### src/logic/dasrs_cfg.svh
// Constants for the accumulator store, round and shift path.
// Assumes inclusion by the package and design files of this block only.
// Summary of operation
// - Only the MAC op may store rounded high word of the other accumulator.
// - Write-back goes over the X bus to any X or Y data address.
// - Register-direct mode puts rounded other accumulator into the write-back pointer.
// - Indirect mode stores at the pointer address, then adds 2 to the pointer.
// - Combinational round picks conventional or convergent by round mode bit.
// - Without rounding, the high word is stored truncated and low word dropped.
// - Conventional round increments high word when low word is 0x8000 or more.
// - Convergent round at exactly 0x8000 increments only when bit 16 is one.
// - Store op writes truncated word, rounded variant rounded, both saturated.
// - Multiply-accumulate write-back is always rounded.
// - Store saturation changes only the written word (memory value or direct-mode pointer), never the accumulator.
// - Saturation stage uses rounded word plus accumulator and round adder overflow.
// - With saturation enabled, values above 0x007fff are written as 0x7fff.
// - With saturation enabled, values below 0xff8000 are written as 0x8000.
// - The operand sign for saturation comes from accumulator bit 39.
// - With saturation disabled, the rounded word is written unchanged.
// - Shifter does arithmetic, logical right or left shifts up to 16 in one cycle.
// - Shifter operand is either accumulator or the X data bus.
// - Signed amount: positive shifts right, negative left, zero passes unchanged.
// - Shifter is 40 bits: 40-bit accumulator result, 16-bit general result.
// - X bus operand sits at bits 16 to 31 for right, 0 upward for left.
`ifndef DASRS_CFG_SVH
`define DASRS_CFG_SVH
`define DASRS_ACC_W 40
`define DASRS_WORD_W 16
`define DASRS_HI_LSB 16
`define DASRS_SIGN_BIT 39
`define DASRS_HALF 16'h8000
`define DASRS_POS_MAX 16'h7fff
`define DASRS_NEG_MAX 16'h8000
`define DASRS_PTR_STEP 16'h0002
`define DASRS_MAX_SHIFT 16
`define DASRS_PTR_RESET 16'h0000
`endif

### src/logic/dasrs_pkg.sv
// Types for the accumulator store, round and shift path.
// Assumes the configuration header is on the include path.
`include "dasrs_cfg.svh"
package dasrs_pkg;
	typedef enum logic [1:0] {DASRS_WB_NONE, DASRS_WB_DIRECT, DASRS_WB_INDIRECT} dasrs_wb_mode_type;
	typedef enum logic [2:0] {DASRS_OP_OTHER, DASRS_OP_MAC, DASRS_OP_MPY, DASRS_OP_MPYN,
		DASRS_OP_SQD, DASRS_OP_SQDAC, DASRS_OP_STORE, DASRS_OP_STORE_RND} dasrs_op_type;
	typedef enum logic [1:0] {DASRS_SRC_ACCA, DASRS_SRC_ACCB, DASRS_SRC_XBUS} dasrs_src_type;
	typedef struct packed {
		logic valid;
		dasrs_op_type op;
		logic target_b;
		dasrs_wb_mode_type wb_mode;
	} dasrs_store_req_type;
	typedef struct packed {
		logic valid;
		dasrs_src_type src;
		logic arith;
		logic signed [5:0] amount;
	} dasrs_shift_req_type;
	typedef struct packed {
		logic valid;
		logic [15:0] addr;
		logic [15:0] data;
	} dasrs_xwrite_type;
endpackage

### src/logic/dasrs_round.sv
// Combinational round and data write saturation for one accumulator word.
// Assumes a 40-bit accumulator from the same clock domain.
`timescale 1ns/1ps
`include "dasrs_cfg.svh"
module dasrs_round (
	input wire logic [`DASRS_ACC_W-1:0] i_acc,
	input wire logic i_round,
	input wire logic i_round_mode_select,
	input wire logic i_store_saturate_enable,
	output logic [`DASRS_WORD_W-1:0] o_word
);
	logic [15:0] acc_low_word;
	logic [15:0] acc_high_word;
	logic inc;
	logic [16:0] sum;
	logic [24:0] ext;
	logic sign;
	logic pos_ovf;
	logic neg_ovf;
	always_comb begin
		acc_low_word = i_acc[15:0];
		acc_high_word = i_acc[31:16];
		inc = 1'b0;
		if (i_round) begin
			if (acc_low_word == `DASRS_HALF && i_round_mode_select) begin
				inc = i_acc[`DASRS_HI_LSB];
			end else begin
				inc = acc_low_word[15];
			end
		end
		sum = {1'b0, acc_high_word} + {16'h0000, inc};
		ext = {1'b0, 8'(i_acc[39:32] + {7'h00, sum[16]}), sum[15:0]};
		sign = i_acc[`DASRS_SIGN_BIT];
		pos_ovf = !sign && (ext[23:15] != 9'h000);
		neg_ovf = sign && (ext[23:15] != 9'h1ff);
		if (i_store_saturate_enable && pos_ovf) begin
			o_word = `DASRS_POS_MAX;
		end else if (i_store_saturate_enable && neg_ovf) begin
			o_word = `DASRS_NEG_MAX;
		end else begin
			o_word = sum[15:0];
		end
	end
endmodule // dasrs_round

### src/logic/dasrs_shift.sv
// Combinational 40-bit bidirectional barrel shifter.
// Assumes the shift amount lies within plus or minus sixteen.
`timescale 1ns/1ps
`include "dasrs_cfg.svh"
module dasrs_shift (
	input wire logic [`DASRS_ACC_W-1:0] i_acc,
	input wire logic i_from_bus,
	input wire logic [`DASRS_WORD_W-1:0] i_bus,
	input wire logic i_arith,
	input wire logic signed [5:0] i_amount,
	output logic [`DASRS_ACC_W-1:0] o_result
);
	logic [39:0] opnd;
	logic [5:0] mag;
	always_comb begin
		mag = i_amount[5] ? 6'(-i_amount) : 6'(i_amount);
		if (i_from_bus) begin
			if (i_amount[5]) begin
				opnd = {24'h000000, i_bus};
			end else begin
				opnd = {8'h00, i_bus, 16'h0000};
			end
		end else begin
			opnd = i_acc;
		end
		if (i_amount == 6'sh00) begin
			o_result = opnd;
		end else if (i_amount[5]) begin
			o_result = opnd << mag;
		end else if (i_arith && !i_from_bus) begin
			o_result = 40'($signed(opnd) >>> mag);
		end else if (i_arith) begin
			o_result = 40'($signed({{8{i_bus[15]}}, i_bus, 16'h0000}) >>> mag);
		end else begin
			o_result = opnd >> mag;
		end
	end
endmodule // dasrs_shift

### src/logic/dasrs_top.sv
// Store, round and shift path of the 40-bit accumulator datapath.
// Assumes decoder requests and X bus data arrive on the core clock.
`timescale 1ns/1ps
`include "dasrs_cfg.svh"
module dasrs_top (
	input wire logic i_core_clk,
	input wire logic i_rst,
	input wire logic i_round_mode_select,
	input wire logic i_store_saturate_enable,
	input wire logic [`DASRS_ACC_W-1:0] i_acc_a,
	input wire logic [`DASRS_ACC_W-1:0] i_acc_b,
	input wire logic [`DASRS_WORD_W-1:0] i_store_addr,
	input wire logic [`DASRS_WORD_W-1:0] i_xbus_rdata,
	input wire dasrs_pkg::dasrs_store_req_type i_store,
	input wire dasrs_pkg::dasrs_shift_req_type i_shift,
	output dasrs_pkg::dasrs_xwrite_type o_xwrite,
	output logic [`DASRS_WORD_W-1:0] o_writeback_pointer_reg,
	output logic [`DASRS_ACC_W-1:0] o_shift_acc,
	output logic [`DASRS_WORD_W-1:0] o_shift_word,
	output logic o_shift_valid
);
	logic [39:0] src_acc;
	logic do_round;
	logic wb_ok;
	logic [15:0] word;
	logic [39:0] sh_res;
	dasrs_pkg::dasrs_xwrite_type xw_d;
	dasrs_pkg::dasrs_xwrite_type xw_q;
	logic [15:0] ptr_d;
	logic [15:0] ptr_q;
	logic [39:0] sacc_d;
	logic [39:0] sacc_q;
	logic [15:0] sword_d;
	logic [15:0] sword_q;
	logic sval_d;
	logic sval_q;

	always_comb begin
		wb_ok = i_store.op == dasrs_pkg::DASRS_OP_MAC;
		if (wb_ok) begin
			src_acc = i_store.target_b ? i_acc_a : i_acc_b;
			do_round = 1'b1;
		end else begin
			src_acc = i_store.target_b ? i_acc_b : i_acc_a;
			do_round = i_store.op == dasrs_pkg::DASRS_OP_STORE_RND;
		end
	end

	dasrs_round u_round (
		.i_acc(src_acc),
		.i_round(do_round),
		.i_round_mode_select(i_round_mode_select),
		.i_store_saturate_enable(i_store_saturate_enable),
		.o_word(word)
	);

	dasrs_shift u_shift (
		.i_acc(i_shift.src == dasrs_pkg::DASRS_SRC_ACCB ? i_acc_b : i_acc_a),
		.i_from_bus(i_shift.src == dasrs_pkg::DASRS_SRC_XBUS),
		.i_bus(i_xbus_rdata),
		.i_arith(i_shift.arith),
		.i_amount(i_shift.amount),
		.o_result(sh_res)
	);

	always_comb begin
		xw_d = '0;
		ptr_d = ptr_q;
		if (i_store.valid && wb_ok) begin
			if (i_store.wb_mode == dasrs_pkg::DASRS_WB_DIRECT) begin
				ptr_d = word;
			end else if (i_store.wb_mode == dasrs_pkg::DASRS_WB_INDIRECT) begin
				xw_d.valid = 1'b1;
				xw_d.addr = ptr_q;
				xw_d.data = word;
				ptr_d = ptr_q + `DASRS_PTR_STEP;
			end
		end else if (i_store.valid && (i_store.op == dasrs_pkg::DASRS_OP_STORE ||
			i_store.op == dasrs_pkg::DASRS_OP_STORE_RND)) begin
			xw_d.valid = 1'b1;
			xw_d.addr = i_store_addr;
			xw_d.data = word;
		end
		sval_d = i_shift.valid;
		sacc_d = i_shift.valid ? sh_res : sacc_q;
		sword_d = i_shift.valid ? sh_res[31:16] : sword_q;
	end

	always_ff @(posedge i_core_clk) begin
		if (i_rst) begin
			xw_q <= '0;
			ptr_q <= `DASRS_PTR_RESET;
			sacc_q <= '0;
			sword_q <= '0;
			sval_q <= 1'b0;
		end else begin
			xw_q <= xw_d;
			ptr_q <= ptr_d;
			sacc_q <= sacc_d;
			sword_q <= sword_d;
			sval_q <= sval_d;
		end
	end

	assign o_xwrite = xw_q;
	assign o_writeback_pointer_reg = ptr_q;
	assign o_shift_acc = sacc_q;
	assign o_shift_word = sword_q;
	assign o_shift_valid = sval_q;
endmodule // dasrs_top

### config.mk
export PLATFORM = sky130hd
export DESIGN_NAME = dasrs_top
export DESIGN_NICKNAME = d
export VERILOG_FILES = /design/src/logic/dasrs_pkg.sv /design/src/logic/dasrs_round.sv /design/src/logic/dasrs_shift.sv /design/src/logic/dasrs_top.sv
export VERILOG_INCLUDE_DIRS = /design/src /design/src/logic
export SDC_FILE = /design/constraint.sdc
export NUM_CORES = 1
export LEC_CHECK = 0
export BUFFER_PORTS_ARGS = -buffer_cell sky130_fd_sc_hd__buf_2
export CAP_MARGIN = 20
export CORE_MARGIN = 2
export CORE_UTILIZATION = 30
export DETAILED_ROUTE_END_ITERATION = 12
export HOLD_SLACK_MARGIN = 0.15
export SLEW_MARGIN = 10
export SYNTH_ARGS = -nofsm -noshare
export SYNTH_HDL_FRONTEND = slang
export SYNTH_SLANG_ARGS = --single-unit
### constraint.sdc
create_clock -name i_core_clk -period 8.7 [get_ports i_core_clk]
set_input_delay 1.305 -clock i_core_clk [delete_from_list [all_inputs] [get_ports i_core_clk]]
set_output_delay 1.305 -clock i_core_clk [all_outputs]
set_load 0.005 [all_outputs]
-- Yosys cells after proc, flatten, opt, wreduce, memory -nomap -nowiden
Cells that the tools add are included.
- bits in registers: 106
- input bits: 133
- output and inout port bits: 106
- logic and storage cells: 61
- add/sub/neg operators: 4
- eq/ne operators: 9
- shifts and indexed selects: 4
- multiplexer cells: 22
- reductions and logical operators: 15
- operator list (operator ; number):
    $mux 40 ; 9
    $mux 33 ; 4
    $mux 16 ; 4
    $shl 40x6->40 ; 1
    $shr 40x6->40 ; 1
    $sshr 32x6->40 ; 1
    $sshr 40x6->40 ; 1
    $mux 32 ; 1
    $add 16x1->17 ; 1
    $add 16x2->16 const B ; 1
    $eq 16x16->1 const B ; 1
    $ne 9x9->1 const B ; 1
    $reduce_bool 9->1 ; 1
    $add 8x1->8 ; 1
    $logic_and 1x1->1 ; 8
    $eq 3x3->1 const B ; 2
    $logic_not 6->1 ; 1
    $mux 6 ; 1
    $neg 6->6 ; 1
    $eq 2x1->1 const B ; 2
    $eq 2x2->1 const B ; 2
    $eq 3x1->1 const B ; 1
    $mux 1 ; 3
    $logic_not 1->1 ; 2
    3 further kinds ; 3

-- Depth between registers and ports, before layout
Gate-level depths: netlist of the first run.
- depth after elaboration: 16
- depth in mapped cells: 26
- depth with buffers taken out: 23

-- Cells and area by module
Synthesis of the first run repeated with hierarchy kept, for this count alone.
- cells, all modules: 1790
- area total of the unflattened synthesis: 13349.1 µm²
- modules (own cells, without submodules) (module ; instances ; cells each ; area each (µm²) ; sequential area each (µm²)):
    dasrs_shift ; 1 ; 1209 ; 7965.1 ; 0.0
    dasrs_top ; 1 ; 478 ; 4614.4 ; 1801.7
    dasrs_round ; 1 ; 103 ; 769.5 ; 0.0

-- Least setup slack after synthesis of the first run
Ideal clock, no wire load.
- path kind: input to register
- from: input port i_store[5] in the netlist's numbering
- to: register ptr_q[14] (netlist: o_writeback_pointer_reg[14])
- setup time: 0.103 ns
- arrival time: 6.714 ns
- required time: 8.597 ns
- setup slack: 1.882 ns
- stages on the path: 25
- path buffers: 4
- path through: nor3b_4 -> xnor2_2 -> buf_2 -> buf_1 -> clkbuf_1 -> nor2_1 -> o21ai_0 -> o211a_1 -> ha_1 -> ha_1 -> and3b_1 -> o21ai_0 -> nand2_1 -> nand4b_1 -> nor2b_1 -> ha_1 -> ha_1 -> clkbuf_1 -> xor2_1 -> nand2_1 -> mux2_2 -> or4_4 -> o31ai_4 -> o211ai_1 -> a2111oi_2
- word-level cells in the longest chain between the ends: 14
- elaborated cells between the ends (all ways): 22
- classes of those cells: add/sub: 2; eq/ne: 4; mux: 7; reduce/logical: 9
- ends and longest elaborated chain (what ; RTL line ; text):
    start: declaration ; dasrs_top.sv:14 ; input wire dasrs_pkg::dasrs_store_req_type i_store,
    $eq 3x1->1 ; dasrs_top.sv:39 ; wb_ok = i_store.op == dasrs_pkg::DASRS_OP_MAC;
    $mux 40 ; dasrs_top.sv:40 ; if (wb_ok) begin
    $eq 16x16->1 (no line) ; n/a ;
    $logic_and 1x1->1 ; dasrs_round.sv:25 ; if (acc_low_word == `DASRS_HALF && i_round_mode_select) begin
    $mux 1 ; dasrs_round.sv:25 ;
    $mux 1 ; dasrs_round.sv:24 ; if (i_round) begin
    $add 16x1->17 ; dasrs_round.sv:31 ; sum = {1'b0, acc_high_word} + {16'h0000, inc};
    $add 8x1->8 ; dasrs_round.sv:32 ; ext = {1'b0, 8'(i_acc[39:32] + {7'h00, sum[16]}), sum[15:0]};
    $ne 9x9->1 ; dasrs_round.sv:35 ; neg_ovf = sign && (ext[23:15] != 9'h1ff);
    $logic_and 1x1->1 ; dasrs_round.sv:35 ;
    $logic_and 1x1->1 ; dasrs_round.sv:38 ; end else if (i_store_saturate_enable && neg_ovf) begin
    $mux 16 ; dasrs_round.sv:38 ;
    $mux 16 ; dasrs_round.sv:36 ; if (i_store_saturate_enable && pos_ovf) begin
    $mux 16 ; dasrs_top.sv:70 ; if (i_store.wb_mode == dasrs_pkg::DASRS_WB_DIRECT) begin
    end signal: assignment ; dasrs_top.sv:92 ; ptr_q <= `DASRS_PTR_RESET;
    end signal: assignment ; dasrs_top.sv:98 ; ptr_q <= ptr_d;
    end: declaration ; dasrs_top.sv:30 ; logic [15:0] ptr_q;
Parallel ways exist; a longest one is shown, timed or not.
A chain may end at the register's enable or synchronous reset.

-- Worst setup path in the final report of the first run
Ends and elaborated chain as after synthesis.

==> results of run 1 <==
area by class of cell:
| cell class | count | area, um2 |
|---|---|---|
| multi-input cells | 1602 | 11400 |
| fillers | 5047 | 30400 |
| repair buffers | 285 | 1600 |
| flip-flops and latches | 90 | 1800 |
| diodes | 1 | 2.50 |
| clock buffers | 10 | 239 |
| clock inverters | 6 | 96.3 |
| well taps | 607 | 759 |
| inverters | 27 | 101 |
final timing paths:
| check | startpoint | endpoint | slack (ps) |
|---|---|---|---|
| hold / removal | o_shift_acc[10]$_SDFFE_PP0P_ | o_shift_acc[10]$_SDFFE_PP0P_ | 460 |
| hold reg to reg | o_shift_acc[10]$_SDFFE_PP0P_ | o_shift_acc[10]$_SDFFE_PP0P_ | 460 |
| setup reg to reg | o_writeback_pointer_reg[4]$_SDFFE_PP0P_ | o_writeback_pointer_reg[14]$_SDFFE_PP0P_ | 6150 |
| setup / recovery | i_store[5] | o_writeback_pointer_reg[14]$_SDFFE_PP0P_ | 1440 |
power by group through the flow:
stage | logic, mW | registers, mW | clock network (mW)
after CTS | 1.22 | 0.454 | 0.470
final | 1.28 | 0.453 | 0.467
after floorplan | 0.725 | 0.460 | 0
after global placement | 1.22 | 0.462 | 0
after global routing | 1.32 | 0.456 | 0.488
after detailed placement | 1.21 | 0.463 | 0
metrics by stage:
stage | instance area [um2] | util | power (mW) | hold WS [ps] | instances
floorplan | 14000 | - | 1.18 | 449 | 1906
global placement | 15600 | 0.336 | 1.68 | 438 | 2606
detailed placement | 15600 | 0.336 | 1.68 | 444 | 2608
CTS | 15900 | 0.343 | 2.14 | 460 | 2624
global route | 16000 | 0.344 | 2.26 | 492 | 2627
finish | 16000 | 0.344 | 2.20 | 457 | 2628
worst register-to-register path, cell delays in order, from the launching register on:
cell and delay (ps):
dfxtp_1 530, nand3_1 160, nor3_1 330, nand3_1 170
nor2_1 260, a41oi_1 150, a31oi_1 400, nor2_1 100
a2111oi_2 350
cell usage in the layout (no fill, tap or decap), types with 43 or more instances in the layout:
cell	Yosys	final
mux4_2	62	62
buf_2	49	236
o211ai_1	47	47
nand2_1	220	220
a211oi_1	57	57
o21ai_0	122	122
mux2_2	44	44
mux2i_1	94	94
buf_4	20	44
nor2_1	163	162
dfxtp_1	90	90
a21oi_1	125	125
nor3_1	43	43
nand3_1	73	73
kinds of logic (layout without fill, tap and decap cells):
| kind of cell | after synthesis | count (layout) |
|---|---|---|
| AO/OA/AOI/OAI | 694 | 694 |
| AND/OR/NAND/NOR | 662 | 662 |
| buffers and inverters | 214 | 328 |
| multiplexers | 203 | 203 |
| flip-flops | 90 | 90 |
| XOR/XNOR | 35 | 35 |
| adder cells (fa/ha/maj) | 8 | 8 |
| other | 0 | 1 |
routing by layer:
| layer | track usage | vias up | share of wire | routed length (um) |
|---|---|---|---|---|
| met5 | 0 | - | 0.00080 | 69 |
| met4 | 0.156 | 10 | 0.052 | 4490 |
| met3 | 0.0877 | 249 | 0.12 | 10100 |
| met2 | 0.527 | 1333 | 0.43 | 37000 |
| met1 | 0.463 | 8814 | 0.40 | 34900 |
| li1 | - | 7660 | - | - |
==> results.sh, run 1 <==
export IMPL_tns_ps=0
export IMPL_critical_path_arrival_ps=7530
export IMPL_yosys_area_share_adder=0.00714
export IMPL_worstPathBufferInverterCount=1
export IMPL_place_ws_ps=1200
export IMPL_crit_fanout=32
export IMPL_cts_htree_levels=3
export IMPL_floorplan_die_width_um=220
export IMPL_port_buffers=238
export IMPL_synthCells=1906
export IMPL_firstDrtPassIters=6
export IMPL_drive_gt1_frac=0.216
export IMPL_switchingPower_mw=1.10
export IMPL_finalCritPeriodShare=0.834
export IMPL_ys_ff_latch=90
export IMPL_grt_pass1_vias=16643
export IMPL_track_usage=0.347
export IMPL_p_clk_frac=0.212
export IMPL_dieArea_um2=48500
export IMPL_die_h_um=220
export IMPL_layout_min_cycle_time_ps=7260
export IMPL_skew_ps=7.19
export IMPL_synth_top_family_by_area="compound AO/OA/AOI/OAI gates"
export IMPL_core_um2=46400
export IMPL_antenna_left=0
export IMPL_power_frac_seq=0.206
export IMPL_largest_reg_flops=40
export IMPL_tightestPinTransition_ps=1340
export IMPL_hold_violations=0
export IMPL_seq_area_frac_synth=0.129
export IMPL_nets=2156
export IMPL_cts_setup_buffers=0
export IMPL_combPwrFrac=0.582
export IMPL_timing_fmax_ghz=0.138
export IMPL_power_density_nw_per_um2=138
export IMPL_synth_most_common_cell="nand2_1"
export IMPL_slew_headroom=0.110
export IMPL_crit_top_cell="ha_1"
export IMPL_internal_power_mw=1.11
export IMPL_yosys_top_cells_count="nand2_1 (220), nor2_1 (163), a21oi_1 (125)"
export IMPL_p_leak_nw=6.23
export IMPL_hp_class="reg -> reg"
export IMPL_rows=79
export IMPL_route_detailed_drc=0
export IMPL_synth_area_leaders="dfxtp_1 (13%), mux4_2 (10%), mux2i_1 (6.7%), nand2_1 (5.9%), a21oi_1 (4.5%)"
export IMPL_sw_frac_of_total=0.498
export IMPL_netlist_area_um2=14000
export IMPL_setup_viol=0
export IMPL_syn_mean_instance_area_um2=7.35
export IMPL_critPathLaunchType="input port"
export IMPL_rsz0062_at_grt="no"
export IMPL_path_depth=22
export IMPL_maxCapViolations=0
export IMPL_rr_worst_depth=8
export IMPL_grt_first_pass_wirelength_um=122000
export IMPL_dpl_hpwl_um=67100
export IMPL_drv_slew=0
export IMPL_syn_nets=2047
export IMPL_yosysTopAreaCellShare=0.129
export IMPL_synth_warnings=0
export IMPL_cts_clk_slew_worst_paths_ps=70
export IMPL_start_util=0.302
export IMPL_clock_latency_ps=380
export IMPL_critPathMaxStageDelay_ps=720
export IMPL_crit_path_end_kind="register"
export IMPL_wire_per_inst_um=32.9
export IMPL_via_per_inst=6.87
export IMPL_clock_sinks=90
export IMPL_critPathTopFamily="simple AND/OR/NAND/NOR gates"
export IMPL_synth_mux_area_frac=0.205
export IMPL_synth_flop_cell="dfxtp_1"
export IMPL_cts_repair_resized=0
export IMPL_vias=18066
export IMPL_ios=239
export IMPL_min_path_cells=2
export IMPL_synth_edf_count=0
export IMPL_cts_buffers=9
export IMPL_root_buffer="clkbuf_16"
export IMPL_ir_drop_mv=0.0986
export IMPL_path_cells="buf_2, nor3b_4, xnor2_4, nor2_1, o21ai_0, o211a_1, ha_1, ha_1, and3b_1, o21ai_0, nand2_1, nand4b_1, nor2b_1, ha_1, ha_1, xor2_1, nand2_1, mux2_2, or4_4, o31ai_4, o211ai_1, a2111oi_2"
export IMPL_first_iter_violations=2676
export IMPL_grt_remaining_overflow=0
export IMPL_cp_slowest_cell="o31ai_4"
export IMPL_yosys_area_top_type="dfxtp_1"
export IMPL_status="finished clean"
export IMPL_worstPathRequired_ps=8980
export IMPL_postCtsHoldBufs=0
export IMPL_synth_compound_area_share=0.342
export IMPL_synth_cell_types=89
export IMPL_synthArstFlopShare=0
export IMPL_cts_tree="yes"
export IMPL_synthXorXnorAreaFrac=0.0224
export IMPL_drt_total_wl_um=86400
export IMPL_syn_to_final_growth_pct=13.9
export IMPL_synthSimpleGateAreaFrac=0.227
export IMPL_antenna_found_initial=8
export IMPL_place_congestion=1.06
export IMPL_setup_slack_ps=1440
export IMPL_clockBufferDepth=2
export IMPL_grt_start_max_net_pins=97
export IMPL_critPathKind="in -> reg"
No activity file was read; power rests on OpenSTA's default activity.
==> run 2, diff against run 1 <==
Settings changed: ABC_AREA from default to 1.
Clock period 8.7 ns to 7.16 ns, I/O delays scaled along.
==> run 2 against run 1 <==
Effect of this change: global-route usage shrank 4.4 points; sequential share of layout area up 0.93 points; worst hold slack improved by 6.2 ps; wire length decreased by 18%; synthesized cell count up 36%; flip-flop and latch count stayed put; sequential power rose by 20%; die area is 6.2% lower; combinational power is essentially flat; via count up 3.6%; critical path type unchanged; largest cell class unchanged.
==> results.sh, run 2 <==
export IMPL_status="finished clean"
export IMPL_tns_ps=0
export IMPL_root_buffer="clkbuf_16"
export IMPL_switchingPower_mw=1.16
export IMPL_grt_first_pass_wirelength_um=103000
export IMPL_crit_fanout=38
export IMPL_r2r_end="o_writeback_pointer_reg[13]$_SDFFE_PP0P_"
export IMPL_port_buffers=238
export IMPL_via_per_inst=5.69
export IMPL_holdWs_ps=463
export IMPL_setup_viol=0
export IMPL_crit_path_end_kind="register"
export IMPL_rrSetupSlack_ps=4930
export IMPL_track_usage=0.303
export IMPL_synth_area_leaders="nand2_1 (28%), nand3_1 (21%), dfxtp_1 (14%), a21oi_1 (6.5%), o21ai_0 (5.6%)"
export IMPL_r2r_start="o_writeback_pointer_reg[1]$_SDFFE_PP0P_"
export IMPL_hold_start="o_shift_acc[5]$_SDFFE_PP0P_"
export IMPL_final_cell_area_um2=14800
export IMPL_cts_htree_levels=3
export IMPL_seq_area_frac_synth=0.137
export IMPL_firstDrtPassIters=8
export IMPL_power_mw=2.27
export IMPL_drt_total_wl_um=70800
export IMPL_ys_ff_latch=90
export IMPL_hold_end="o_shift_acc[5]$_SDFFE_PP0P_"
export IMPL_critical_path_arrival_ps=5760
export IMPL_internal_power_mw=1.11
export IMPL_core_um2=43200
export IMPL_antenna_left=0
export IMPL_hold_violations=0
export IMPL_synth_cell_types=46
export IMPL_dpl_hpwl_um=55200
export IMPL_post_route_util=0.342
export IMPL_clock_latency_ps=350
export IMPL_rsz0062_at_grt="no"
export IMPL_cts_repair_resized=0
export IMPL_slew_headroom=0.370
export IMPL_rows=76
export IMPL_layout_commonest_cell="nand2_1"
export IMPL_clockBufferDepth=2
export IMPL_start_util=0.304
export IMPL_nets=2839
export IMPL_timing_fmax_ghz=0.183
export IMPL_cts_clk_slew_worst_paths_ps=70
export IMPL_yosys_area_top_type="nand2_1"
export IMPL_syn_nets=2739
export IMPL_yosys_top_cells_count="nand2_1 (969), nand3_1 (540), inv_1 (175)"
export IMPL_synth_most_common_cell="nand2_1"
export IMPL_syn_mean_instance_area_um2=5.06
export IMPL_grt_remaining_overflow=0
export IMPL_maxCapViolations=0
export IMPL_p_clk_frac=0.204
export IMPL_finalCritPeriodShare=0.765
export IMPL_yosysTopAreaCellShare=0.277
export IMPL_clock_sinks=90
export IMPL_cts_buffers=9
export IMPL_worstPathRequired_ps=7440
export IMPL_syn_to_final_growth_pct=12.3
export IMPL_netlist_area_um2=13100
export IMPL_power_density_nw_per_um2=154
export IMPL_power_frac_seq=0.239
export IMPL_combPwrFrac=0.557
export IMPL_cts_setup_buffers=0
export IMPL_sw_frac_of_total=0.510
export IMPL_drv_slew=0
export IMPL_skew_ps=6.39
export IMPL_place_congestion=1.05
export IMPL_synth_edf_count=0
export IMPL_cts_tree="yes"
export IMPL_largest_reg_flops=40
export IMPL_postCtsHoldBufs=0
export IMPL_grt_start_max_net_pins=90
export IMPL_synth_warnings=0
export IMPL_min_path_cells=2
export IMPL_antenna_found_initial=2
export IMPL_ios=239
export IMPL_critPathKind="in -> reg"
export IMPL_synthArstFlopShare=0
export IMPL_synth_flop_cell="dfxtp_1"
export IMPL_dpl_cell_area_um2=14500
export IMPL_grt_pass1_vias=16809
export IMPL_route_detailed_drc=0
export IMPL_p_leak_nw=7.70
export IMPL_dieArea_um2=45500
export IMPL_synthCells=2598
export IMPL_layout_min_cycle_time_ps=5480
export IMPL_die_h_um=213
export IMPL_wire_per_inst_um=21.5
export IMPL_layout_common_cells="nand2_1 (966), nand3_1 (540), buf_2 (238), inv_1 (174), a21oi_1 (171)"
export IMPL_floorplan_die_width_um=213
export IMPL_tightestPinTransition_ps=945
export IMPL_ir_drop_mv=0.111
export IMPL_drive_gt1_frac=0.121
export IMPL_hp_class="reg -> reg"
export IMPL_first_iter_violations=2475
export IMPL_vias=18723
export IMPL_rr_worst_depth=10
export IMPL_critPathLaunchType="input port"
[run 2: worst max path at each step]
stage / startpoint / endpoint / slack [ps]
floorplan: i_store[2] / o_writeback_pointer_reg[10]$_SDFFE_PP0P_ / 2300
global placement: i_store[2] / o_writeback_pointer_reg[6]$_SDFFE_PP0P_ / 1450
detailed placement: i_store[2] / o_writeback_pointer_reg[6]$_SDFFE_PP0P_ / 1390
CTS: i_store[2] / o_writeback_pointer_reg[6]$_SDFFE_PP0P_ / 1720
global route: i_store[2] / o_writeback_pointer_reg[6]$_SDFFE_PP0P_ / 1240
finish: i_store[2] / o_writeback_pointer_reg[6]$_SDFFE_PP0P_ / 1680
[run 2: power groups by stage]
stage / registers [mW] / clock network, mW / logic (mW)
after global placement: 0.555 / 0 / 1.21
after floorplan: 0.553 / 0 / 0.790
after CTS: 0.544 / 0.477 / 1.21
final: 0.544 / 0.463 / 1.26
after detailed placement: 0.555 / 0 / 1.21
after global routing: 0.547 / 0.499 / 1.37
[run 2: kinds of logic after synthesis]
group | after synthesis | share of synthesized area
multiplexers | 1 | 0.000762
XOR/XNOR | 17 | 0.0119
buffers and inverters | 371 | 0.121
AO/OA/AOI/OAI | 410 | 0.169
AND/OR/NAND/NOR | 1701 | 0.552
flip-flops | 90 | 0.137
adder cells (fa/ha/maj) | 8 | 0.00762
[run 2: per-layer routing]
| metal | up-vias | track usage | routed length [um] |
|---|---|---|---|
| li1 | 8792 | - | - |
| met1 | 8466 | 0.377 | 27800 |
| met2 | 1218 | 0.469 | 29600 |
| met3 | 247 | 0.0599 | 7580 |
| met4 | 0 | 0.213 | 5760 |
| met5 | - | 0 | 0 |
[run 2: cell type report]
type                       instances  area (um2)
clock inverter                     7        61.3
tap                              585         732
fill                            5164       28400
multi-input combinational       2137        9790
antenna                            1        2.50
clock buffer                       9         225
inverter                         192         721
timing repair buffer             268        1420
sequential                        90        1800
[run 2: metrics by stage]
stage | worst slack [ps] | cells
global route | 1240 | 3289
finish | 1680 | 3289
global placement | 1450 | 3270
CTS | 1720 | 3287
floorplan | 2300 | 2598
detailed placement | 1390 | 3271
[run 2: worst max-delay path, stage by stage]
cell and delay (ps):
buf_2 470, xnor2_2 270, nor2_1 140, a21oi_1 50
a21oi_1 130, nand2_1 60, inv_1 50, ha_1 170
ha_1 160, inv_1 50, nor2_1 170, nand3_1 160
nor2_1 210, nand3_1 110, or2_2 290, nor4_1 220
ha_1 220, ha_1 230, nand3_1 110, o21ai_1 170
nand3_1 100, nor2_1 90, nand3_1 120, o21ai_4 420
nand3_1 200, nand2_1 110, nand2_1 50, a21oi_1 130
